## src/pbcd_pkg.sv

```systemverilog
// Package for the port B change-detect I/O block: offsets, fields, resets.
// Assumes a 32-bit AXI4-Lite register bus and eight port pins.
package pbcd_pkg;

  // ----------------------------------------------------------------------
  // Register byte offsets
  // ----------------------------------------------------------------------
  localparam logic [7:0] PBCD_OFF_DATA      = 8'h00;
  localparam logic [7:0] PBCD_OFF_DIRECTION = 8'h04;
  localparam logic [7:0] PBCD_OFF_PULLUP    = 8'h08;
  localparam logic [7:0] PBCD_OFF_CHANGE_EN = 8'h0c;
  localparam logic [7:0] PBCD_OFF_ANALOG    = 8'h10;
  localparam logic [7:0] PBCD_OFF_INTCTRL   = 8'h14;
  localparam logic [7:0] PBCD_OFF_OPTION    = 8'h18;

  // ----------------------------------------------------------------------
  // Field positions
  // ----------------------------------------------------------------------
  localparam int PBCD_BIT_CHANGE_FLAG   = 0;
  localparam int PBCD_BIT_CHANGE_IRQ_EN = 3;
  localparam int PBCD_BIT_GLOBAL_IRQ_EN = 7;
  localparam int PBCD_BIT_PULLUP_DIS    = 7;
  localparam int PBCD_ANALOG_LSB        = 0;
  localparam int PBCD_ANALOG_PINS       = 6;

  // ----------------------------------------------------------------------
  // Reset values
  // ----------------------------------------------------------------------
  localparam logic [7:0] PBCD_RST_DIRECTION = 8'hff;
  localparam logic [7:0] PBCD_RST_PULLUP    = 8'hff;
  localparam logic [7:0] PBCD_RST_CHANGE_EN = 8'h00;
  localparam logic [5:0] PBCD_RST_ANALOG    = 6'h3f;
  localparam logic [7:0] PBCD_RST_INTCTRL   = 8'h00;
  localparam logic [7:0] PBCD_RST_OPTION    = 8'hff;
  localparam logic [7:0] PBCD_RST_LATCH     = 8'h00;

  // ----------------------------------------------------------------------
  // AXI responses
  // ----------------------------------------------------------------------
  localparam logic [1:0] PBCD_RESP_OKAY   = 2'h0;
  localparam logic [1:0] PBCD_RESP_SLVERR = 2'h2;

endpackage

```

## src/pbcd_port.sv

```systemverilog
// Port B general-purpose I/O with per-pin change detection.
// Assumes an AXI4-Lite master and external pad logic that resolves pins.
module pbcd_port
  import pbcd_pkg::*;
(
  input  wire logic        sys_clk,
  input  wire logic        reset_n,
  input  wire logic        power_on_reset_n,
  input  wire logic [7:0]  s_axi_awaddr,
  input  wire logic        s_axi_awvalid,
  output logic             s_axi_awready,
  input  wire logic [31:0] s_axi_wdata,
  input  wire logic [3:0]  s_axi_wstrb,
  input  wire logic        s_axi_wvalid,
  output logic             s_axi_wready,
  output logic [1:0]       s_axi_bresp,
  output logic             s_axi_bvalid,
  input  wire logic        s_axi_bready,
  input  wire logic [7:0]  s_axi_araddr,
  input  wire logic        s_axi_arvalid,
  output logic             s_axi_arready,
  output logic [31:0]      s_axi_rdata,
  output logic [1:0]       s_axi_rresp,
  output logic             s_axi_rvalid,
  input  wire logic        s_axi_rready,
  input  wire logic [7:0]  port_pin_in,
  output logic      [7:0]  port_pin_out,
  output logic      [7:0]  port_pin_oe,
  output logic      [7:0]  port_pullup_on,
  output logic      [5:0]  analog_select_bits,
  output logic             change_irq,
  output logic             wake_request
);

  // ----------------------------------------------------------------------
  // State
  // ----------------------------------------------------------------------
  typedef struct packed {
    logic        aw_held;
    logic [7:0]  aw_addr;
    logic        w_held;
    logic [31:0] w_data;
    logic [3:0]  w_strb;
    logic        b_valid;
    logic [1:0]  b_resp;
    logic        r_valid;
    logic [31:0] r_data;
    logic [1:0]  r_resp;
    logic [7:0]  out_latch;
    logic [7:0]  direction;
    logic [7:0]  pullup_en;
    logic [7:0]  change_en;
    logic [5:0]  analog_sel;
    logic [7:0]  intctrl;
    logic [7:0]  option;
  } pbcd_port_type;

  pbcd_port_type state;
  pbcd_port_type next_state;

  // Snapshot latch lives outside the main reset (kept through master clear)
  logic [7:0] snapshot;
  logic [7:0] next_snapshot;

  logic [7:0] pin_sync;
  logic [7:0] analog_mask;
  logic [7:0] pin_read;
  logic [7:0] mismatch;
  logic       any_mismatch;
  logic       do_write;
  logic       do_read;
  logic       data_access;
  logic [7:0] wbyte;
  logic       wr_sel_data;
  logic       wr_sel_direction;
  logic       wr_sel_pullup;
  logic       wr_sel_change_en;
  logic       wr_sel_analog;
  logic       wr_sel_intctrl;
  logic       wr_sel_option;
  logic       wr_mapped;
  logic       rd_sel_data;
  logic       rd_sel_direction;
  logic       rd_sel_pullup;
  logic       rd_sel_change_en;
  logic       rd_sel_analog;
  logic       rd_sel_intctrl;
  logic       rd_sel_option;
  logic       rd_mapped;

  // ----------------------------------------------------------------------
  // Pin input synchroniser
  // ----------------------------------------------------------------------
  pbcd_sync u_sync (
    .sys_clk  (sys_clk),
    .async_in (port_pin_in),
    .sync_out (pin_sync)
  );

  // ----------------------------------------------------------------------
  // Pin datapath
  // ----------------------------------------------------------------------
  assign analog_mask = {2'b00, state.analog_sel};

  genvar gi;
  generate
    for (gi = 0; gi < 8; gi++) begin : g_pin
      assign pin_read[gi] = pin_sync[gi] & ~analog_mask[gi];
      assign mismatch[gi] = state.change_en[gi] & ~analog_mask[gi]
                          & (pin_read[gi] ^ snapshot[gi]);
      assign port_pin_oe[gi] = ~state.direction[gi];
      assign port_pullup_on[gi] = state.pullup_en[gi]
        & ~state.option[PBCD_BIT_PULLUP_DIS]
        & state.direction[gi]
        & ~analog_mask[gi];
    end
  endgenerate

  assign any_mismatch       = |mismatch;
  assign port_pin_out       = state.out_latch;
  assign analog_select_bits = state.analog_sel;

  // ----------------------------------------------------------------------
  // Bus handshake
  // ----------------------------------------------------------------------
  assign s_axi_awready = ~state.aw_held & ~state.b_valid;
  assign s_axi_wready  = ~state.w_held & ~state.b_valid;
  assign s_axi_arready = ~state.r_valid;
  assign s_axi_bvalid  = state.b_valid;
  assign s_axi_bresp   = state.b_resp;
  assign s_axi_rvalid  = state.r_valid;
  assign s_axi_rdata   = state.r_data;
  assign s_axi_rresp   = state.r_resp;

  assign do_write = state.aw_held & state.w_held & ~state.b_valid;
  assign do_read  = s_axi_arvalid & ~state.r_valid;
  assign wbyte    = state.w_data[7:0];
  assign data_access = (do_write & wr_sel_data)
                     | (do_read & rd_sel_data);

  // ----------------------------------------------------------------------
  // Address decode
  // ----------------------------------------------------------------------
  // Held write address and live read address, one select per register
  assign wr_sel_data      = state.aw_addr == PBCD_OFF_DATA;
  assign wr_sel_direction = state.aw_addr == PBCD_OFF_DIRECTION;
  assign wr_sel_pullup    = state.aw_addr == PBCD_OFF_PULLUP;
  assign wr_sel_change_en = state.aw_addr == PBCD_OFF_CHANGE_EN;
  assign wr_sel_analog    = state.aw_addr == PBCD_OFF_ANALOG;
  assign wr_sel_intctrl   = state.aw_addr == PBCD_OFF_INTCTRL;
  assign wr_sel_option    = state.aw_addr == PBCD_OFF_OPTION;
  assign wr_mapped        = wr_sel_data | wr_sel_direction | wr_sel_pullup
                          | wr_sel_change_en | wr_sel_analog | wr_sel_intctrl
                          | wr_sel_option;

  assign rd_sel_data      = s_axi_araddr == PBCD_OFF_DATA;
  assign rd_sel_direction = s_axi_araddr == PBCD_OFF_DIRECTION;
  assign rd_sel_pullup    = s_axi_araddr == PBCD_OFF_PULLUP;
  assign rd_sel_change_en = s_axi_araddr == PBCD_OFF_CHANGE_EN;
  assign rd_sel_analog    = s_axi_araddr == PBCD_OFF_ANALOG;
  assign rd_sel_intctrl   = s_axi_araddr == PBCD_OFF_INTCTRL;
  assign rd_sel_option    = s_axi_araddr == PBCD_OFF_OPTION;
  assign rd_mapped        = rd_sel_data | rd_sel_direction | rd_sel_pullup
                          | rd_sel_change_en | rd_sel_analog | rd_sel_intctrl
                          | rd_sel_option;

  // ----------------------------------------------------------------------
  // Next state
  // ----------------------------------------------------------------------
  always_comb begin
    next_state = state;
    if (s_axi_awvalid & s_axi_awready) begin
      next_state.aw_held = 1'b1;
      next_state.aw_addr = s_axi_awaddr;
    end
    if (s_axi_wvalid & s_axi_wready) begin
      next_state.w_held = 1'b1;
      next_state.w_data = s_axi_wdata;
      next_state.w_strb = s_axi_wstrb;
    end
    if (state.b_valid & s_axi_bready) begin
      next_state.b_valid = 1'b0;
    end
    if (state.r_valid & s_axi_rready) begin
      next_state.r_valid = 1'b0;
    end
    if (do_write) begin
      next_state.aw_held = 1'b0;
      next_state.w_held  = 1'b0;
      next_state.b_valid = 1'b1;
      next_state.b_resp  = wr_mapped ? PBCD_RESP_OKAY : PBCD_RESP_SLVERR;
      if (state.w_strb[0]) begin
        case (state.aw_addr)
          PBCD_OFF_DATA: begin
            // Whole-byte write into the latch; no pin read is merged in
            next_state.out_latch = wbyte;
          end
          PBCD_OFF_DIRECTION: begin
            next_state.direction = wbyte;
          end
          PBCD_OFF_PULLUP: begin
            next_state.pullup_en = wbyte;
          end
          PBCD_OFF_CHANGE_EN: begin
            next_state.change_en = wbyte;
          end
          PBCD_OFF_ANALOG: begin
            next_state.analog_sel = wbyte[5:0];
          end
          PBCD_OFF_INTCTRL: begin
            next_state.intctrl = wbyte;
          end
          PBCD_OFF_OPTION: begin
            next_state.option = wbyte;
          end
          default: begin
            next_state.b_resp = PBCD_RESP_SLVERR;
          end
        endcase
      end else begin
        case (state.aw_addr)
          PBCD_OFF_DATA, PBCD_OFF_DIRECTION, PBCD_OFF_PULLUP,
          PBCD_OFF_CHANGE_EN, PBCD_OFF_ANALOG, PBCD_OFF_INTCTRL,
          PBCD_OFF_OPTION: begin
            next_state.b_resp = PBCD_RESP_OKAY;
          end
          default: begin
            next_state.b_resp = PBCD_RESP_SLVERR;
          end
        endcase
      end
    end
    if (do_read) begin
      next_state.r_valid = 1'b1;
      next_state.r_resp  = rd_mapped ? PBCD_RESP_OKAY : PBCD_RESP_SLVERR;
      next_state.r_data  = 32'h0000_0000;
      case (s_axi_araddr)
        PBCD_OFF_DATA: begin
          next_state.r_data[7:0] = pin_read;
        end
        PBCD_OFF_DIRECTION: begin
          next_state.r_data[7:0] = state.direction;
        end
        PBCD_OFF_PULLUP: begin
          next_state.r_data[7:0] = state.pullup_en;
        end
        PBCD_OFF_CHANGE_EN: begin
          next_state.r_data[7:0] = state.change_en;
        end
        PBCD_OFF_ANALOG: begin
          next_state.r_data[7:0] = {2'b00, state.analog_sel};
        end
        PBCD_OFF_INTCTRL: begin
          next_state.r_data[7:0] = state.intctrl;
        end
        PBCD_OFF_OPTION: begin
          next_state.r_data[7:0] = state.option;
        end
        default: begin
          next_state.r_resp = PBCD_RESP_SLVERR;
        end
      endcase
    end
    // Hardware set wins over a software clear in the same cycle
    if (any_mismatch) begin
      next_state.intctrl[PBCD_BIT_CHANGE_FLAG] = 1'b1;
    end
  end

  // Port access reloads the snapshot; the compare sees the old one until then
  always_comb begin
    next_snapshot = snapshot;
    if (data_access) begin
      next_snapshot = pin_read;
    end
  end

  // ----------------------------------------------------------------------
  // Registers
  // ----------------------------------------------------------------------
  always_ff @(posedge sys_clk) begin
    if (!reset_n) begin
      state.aw_held <= 1'b0;
      state.aw_addr <= 8'h00;
      state.w_held  <= 1'b0;
      state.w_data  <= 32'h0000_0000;
      state.w_strb  <= 4'h0;
      state.b_valid <= 1'b0;
      state.b_resp  <= PBCD_RESP_OKAY;
      state.r_valid <= 1'b0;
      state.r_data  <= 32'h0000_0000;
      state.r_resp  <= PBCD_RESP_OKAY;
      state.out_latch  <= state.out_latch;
      state.direction  <= PBCD_RST_DIRECTION;
      state.pullup_en  <= PBCD_RST_PULLUP;
      state.change_en  <= PBCD_RST_CHANGE_EN;
      state.analog_sel <= PBCD_RST_ANALOG;
      state.intctrl    <= PBCD_RST_INTCTRL;
      state.option     <= PBCD_RST_OPTION;
    end else begin
      state <= next_state;
    end
  end

  // Only power-on reset clears the snapshot
  always_ff @(posedge sys_clk) begin
    if (!power_on_reset_n) begin
      snapshot <= PBCD_RST_LATCH;
    end else begin
      snapshot <= next_snapshot;
    end
  end

  // ----------------------------------------------------------------------
  // Interrupt and wake
  // ----------------------------------------------------------------------
  assign change_irq = state.intctrl[PBCD_BIT_CHANGE_FLAG]
                    & state.intctrl[PBCD_BIT_CHANGE_IRQ_EN]
                    & state.intctrl[PBCD_BIT_GLOBAL_IRQ_EN];
  assign wake_request = state.intctrl[PBCD_BIT_CHANGE_FLAG]
                      & state.intctrl[PBCD_BIT_CHANGE_IRQ_EN];

endmodule

```

## src/pbcd_sync.sv

```systemverilog
// Two-stage synchroniser for the eight port pin inputs.
// Assumes the pins are asynchronous to sys_clk.
module pbcd_sync
  import pbcd_pkg::*;
(
  input  wire logic       sys_clk,
  input  wire logic [7:0] async_in,
  output logic      [7:0] sync_out
);

  // ----------------------------------------------------------------------
  // State
  // ----------------------------------------------------------------------
  typedef struct packed {
    logic [7:0] stage1;
    logic [7:0] stage2;
  } pbcd_sync_type;

  pbcd_sync_type state;
  pbcd_sync_type next_state;

  always_comb begin
    next_state        = state;
    next_state.stage1 = async_in;
    next_state.stage2 = state.stage1;
  end

  always_ff @(posedge sys_clk) begin
    state <= next_state;
  end

  assign sync_out = state.stage2;

endmodule

```

## config.mk

```make
export PLATFORM = sky130hd
export DESIGN_NAME = pbcd_port
export DESIGN_NICKNAME = d
export VERILOG_FILES = /design/src/pbcd_pkg.sv /design/src/pbcd_port.sv /design/src/pbcd_sync.sv
export SDC_FILE = /design/constraint.sdc
export NUM_CORES = 1
export LEC_CHECK = 0
export BUFFER_PORTS_ARGS = -buffer_cell sky130_fd_sc_hd__buf_4
export CORE_UTILIZATION = 40
export DETAILED_ROUTE_END_ITERATION = 7
export PLACE_DENSITY_LB_ADDON = 0.08
export SLEW_MARGIN = 10
export SYNTH_ARGS = -nofsm -noshare
export SYNTH_HDL_FRONTEND = slang
export SYNTH_SLANG_ARGS = --single-unit
```

## constraint.sdc

```tcl
create_clock -name sys_clk -period 2.5 [get_ports sys_clk]
set_input_delay 0.25 -clock sys_clk [delete_from_list [all_inputs] [get_ports sys_clk]]
set_output_delay 0.25 -clock sys_clk [all_outputs]
set_load 0.02 [all_outputs]
```

==> results.env <==
START_KIND='flop'
VIAS_PER_CELL=5.030
NETLIST_TOP_CELLS_COUNT='sky130_fd_sc_hd__dfxtp_1, sky130_fd_sc_hd__nand2_1, sky130_fd_sc_hd__mux2i_1, sky130_fd_sc_hd__buf_4, sky130_fd_sc_hd__a21boi_0'
YS_TOP_CELLS_BY_AREA='sky130_fd_sc_hd__dfxtp_1, sky130_fd_sc_hd__mux2i_1, sky130_fd_sc_hd__buf_4, sky130_fd_sc_hd__nand2_1, sky130_fd_sc_hd__edfxtp_1'
FINAL.SETUP.TNS_PS=0
DIE-HEIGHT_UM=113.1
CLKSLEWWORSTSETUPHOLDPATHS_PS=70
WORSTMARGINPINSLEW_PS=665.3
BUFFER_PORTS.INSERTED=87
RUN_STATUS='finished clean'
YS.FLOP_TYPE='sky130_fd_sc_hd__dfxtp_1'
SETUP_VIOL_COUNT_FINAL=0
MAX-CLOCK-PATH-BUFFERS=2
DRT-INITIAL-DRC-COUNT=149
POST-SYNTH-TOP-COUNT-CELL='sky130_fd_sc_hd__dfxtp_1'
VDD.IR_DROP.WORST_mV=0.3747
CRITICAL_PATH.ENDPOINT_TYPE='flop'
NETLIST.AREA_LEADER.SHARE_PCT=40.92
RSZ0062_AT_GRT='no'
CLKSINKCOUNT=109
YS_SEQ_AREA_SHARE_PCT=45.78
ROW_COUNT=40
R2R_END='state[8]'
FINAL_AREA_SQ_UM=5858
ANT_NETS=0
FF2FF_PATH_DEPTH=5
P_PER_AREA_nW_PER_UM2=629.0
CP_DATA_REQUIRED_TIME_PS=2720
GPL.FINAL_WEIGHTED_CONGESTION=0.7917
SYNTH.YOSYS.WARNINGS=0
SYNTH.DISTINCT_CELLS=53
MIN_PERIOD_PS=1717
FINAL_LAYOUT_SIZE_SUFFIX_GT1_SHARE_PCT=21.31
FINAL_CORE_UTIL_PCT=48.77
SYNTHESIS.AREA_SQ_UM=4941
MAXCAPVIOLATIONS=0
DETAIL_ROUTE.FIRST_PASS.ITERATIONS=5
SYNTH_ENABLE_FLOP_CELLS=8
FINAL_CRITICAL_PATH_SHARE_OF_THE_CLOCK_PERIOD_PCT=68.70
SKEW_PS=6.279
INITIAL_UTIL_PCT=41.14
CRIT_FANOUT=9
DRT-WIRELENGTH-PER-CELL_UM=16.19
NNETSFINAL=646
PRE_CTS_SLACK_PS=489.9
HOLD_CRIT_DEPTH=2
ROUTE.DETAILED.DRC=0
DIE_W_UM=113.1
WORST_EP_ARRIVAL_TIME_PS=1940
CTS_TREE='yes'
CLK_LATENCY_PS=350
R2R_START='s_axi_bvalid'
CTS_INSERTED_BUFFERS=9
RRSETUPSLACK_PS=780
DRT-TOTAL-WL_UM=11800
VIAS_IN_THE_FIRST_GLOBAL_ROUTE=3442
FLOORPLAN.DIE_AREA_SQ_UM=12800
GRT_PASS1_WL_UM=18320
GRT_START_MAX_NET_PINS=60
HTREE_NUM_LEVELS=3
P_LEAK_nW=2.823
GRT_USAGE_PCT=18.80
POSTLAYOUTSETUPSLACKWORST_PS=782.6
DRV_SLEW=0
N_ANTENNA_CELL=0
GR_OVFL_TOTAL=0
MIN_PATH_TYPE='in -> reg'
SYN-MEAN-INSTANCE-AREA_SQ_UM=9.632
POSTSYNTHREGISTERBITS=109
IOPINCOUNT=141
ROUTED-VIA-COUNT=3667
NETLIST_INSTANCES=513
FLOW.AREA_GROWTH_FROM_SYNTHESIS_PCT=18.56
PLACED_CELL_AREA_SQ_UM=5463
SYNTH_TOP_CELL_BY_AREA='sky130_fd_sc_hd__dfxtp_1'
CORE_SQ_UM=12010
FINALHOLDVIOLATIONS=0
CLOCK.FMAX_MHz=582.3
SETUP.WORST_PATH.CLASS='reg -> reg'
SYNTHARSTFLOPSHARE_PCT=0
BEGINNING_OF_THE_WORST_HOLD_PATH='s_axi_arvalid'
ANTENNA_FOUND_INITIAL=0
DETAILED_PLACE_HPWL_UM=8434
WORST_SLEW_MARGIN_REL_PCT=55.04
CTS-ROOT-BUF='sky130_fd_sc_hd__clkbuf_16'
HOLD_CRIT_ENDPOINT='s_axi_rvalid'
per-stage QoR:
step / power (mW) / cells / hold slack, ps
CTS: 3.730 / 729 / 142.9
finish: 3.685 / 729 / 154.2
floorplan: 2.100 / 538 / 277.7
global placement: 2.188 / 706 / 309.5
global route: 3.811 / 729 / 149.9
detailed placement: 2.196 / 706 / 312.1
cell type report:
| cell class | count | area (sq um) |
|---|---|---|
| fill | 1130 | 6153 |
| sequential | 109 | 2262 |
| multi-input combinational | 342 | 2262 |
| timing repair buffer | 101 | 778.2 |
| clock buffer | 11 | 242.7 |
| tap | 147 | 183.9 |
| clock inverter | 4 | 72.57 |
| inverter | 15 | 56.30 |
flip-flops by register name (all words and copies together), names as in the netlist:
register,flops
state,59
port_pin_out,8
s_axi_rdata,8
snapshot,8
u_sync.next_state,8
u_sync.sync_out,8
analog_select_bits,6
s_axi_bresp,1
s_axi_bvalid,1
s_axi_rresp,1
s_axi_rvalid,1
kinds of logic (layout without fill, tap and decap cells):
family,Yosys count,count (layout),share of synthesized area [%]
buf+inv,87,131,10.58
mux,61,61,12.99
other cells,1,26,0.07590
xor+xnor,8,8,1.418
flops,109,109,45.78
simple gates,172,172,17.98
compound gates,75,75,11.17
report_power, final:
part	internal [mW]	switching [mW]
logic	0.136	0.177
registers	1.80	0.0528
clock network	0.899	0.623
placed cells by master (no fill, tap or decap), types with 3 or more instances in the layout:
| cell | n |
|---|---|
| sky130_fd_sc_hd__dfxtp_1 | 101 |
| sky130_fd_sc_hd__buf_4 | 93 |
| sky130_fd_sc_hd__nand2_1 | 82 |
| sky130_fd_sc_hd__mux2i_1 | 54 |
| sky130_fd_sc_hd__conb_1 | 26 |
| sky130_fd_sc_hd__a21boi_0 | 19 |
| sky130_fd_sc_hd__nor2b_1 | 18 |
| sky130_fd_sc_hd__inv_1 | 15 |
| sky130_fd_sc_hd__nor2_1 | 14 |
| sky130_fd_sc_hd__o21ai_0 | 12 |
| sky130_fd_sc_hd__nand3_1 | 11 |
| sky130_fd_sc_hd__nor3_1 | 9 |
| sky130_fd_sc_hd__a22oi_1 | 9 |
| sky130_fd_sc_hd__clkbuf_16 | 9 |
| sky130_fd_sc_hd__a21boi_1 | 8 |
| sky130_fd_sc_hd__dlygate4sd3_1 | 8 |
| sky130_fd_sc_hd__edfxtp_1 | 8 |
| sky130_fd_sc_hd__o221ai_1 | 7 |
| sky130_fd_sc_hd__a22o_1 | 6 |
| sky130_fd_sc_hd__nor3b_1 | 6 |
| sky130_fd_sc_hd__nand4_2 | 5 |
| sky130_fd_sc_hd__mux2_2 | 5 |
| sky130_fd_sc_hd__xnor2_1 | 5 |
| sky130_fd_sc_hd__and2_1 | 4 |
| sky130_fd_sc_hd__and3_1 | 3 |
| sky130_fd_sc_hd__nand2b_1 | 3 |
| sky130_fd_sc_hd__xor2_1 | 3 |
per-layer routing:
metal	global-route usage (%)	routed length (um)	up-vias
met5	0	0	-
met1	24.17	5590	1730
met2	31.74	5630	85
met4	7.544	191	0
li1	-	-	1837
met3	2.732	388	15
critical path, cell delays in order, from the launching register on:
cell and delay, ps:
sky130_fd_sc_hd__dfxtp_1 380, sky130_fd_sc_hd__nor4b_2 240, sky130_fd_sc_hd__buf_4 210, sky130_fd_sc_hd__nand4_2 350
sky130_fd_sc_hd__mux2i_1 300, sky130_fd_sc_hd__a31oi_1 100
worst max path at each step:
stage / from / endpoint / slack [ps] / cells after the start
after global routing: s_axi_bvalid / state[41] / 610 / 5
after floorplan: s_axi_bvalid / port_pin_out[0] / 310 / 4
final: s_axi_bvalid / state[8] / 780 / 5
after global placement: s_axi_araddr[4] / snapshot[4] / 520 / 5
after CTS: s_axi_bvalid / state[8] / 780 / 5
after detailed placement: s_axi_araddr[4] / snapshot[1] / 490 / 5
timing repair:
item / CTS / global route
hold buffers: 8 / 0
setup buffers: 0 / 0
endpoints found under the hold margin: 8 / 0
gates resized for setup: 0 / 0
setup endpoints to repair: 0 / 0
Note: power is estimated with default switching activity, not from simulation.
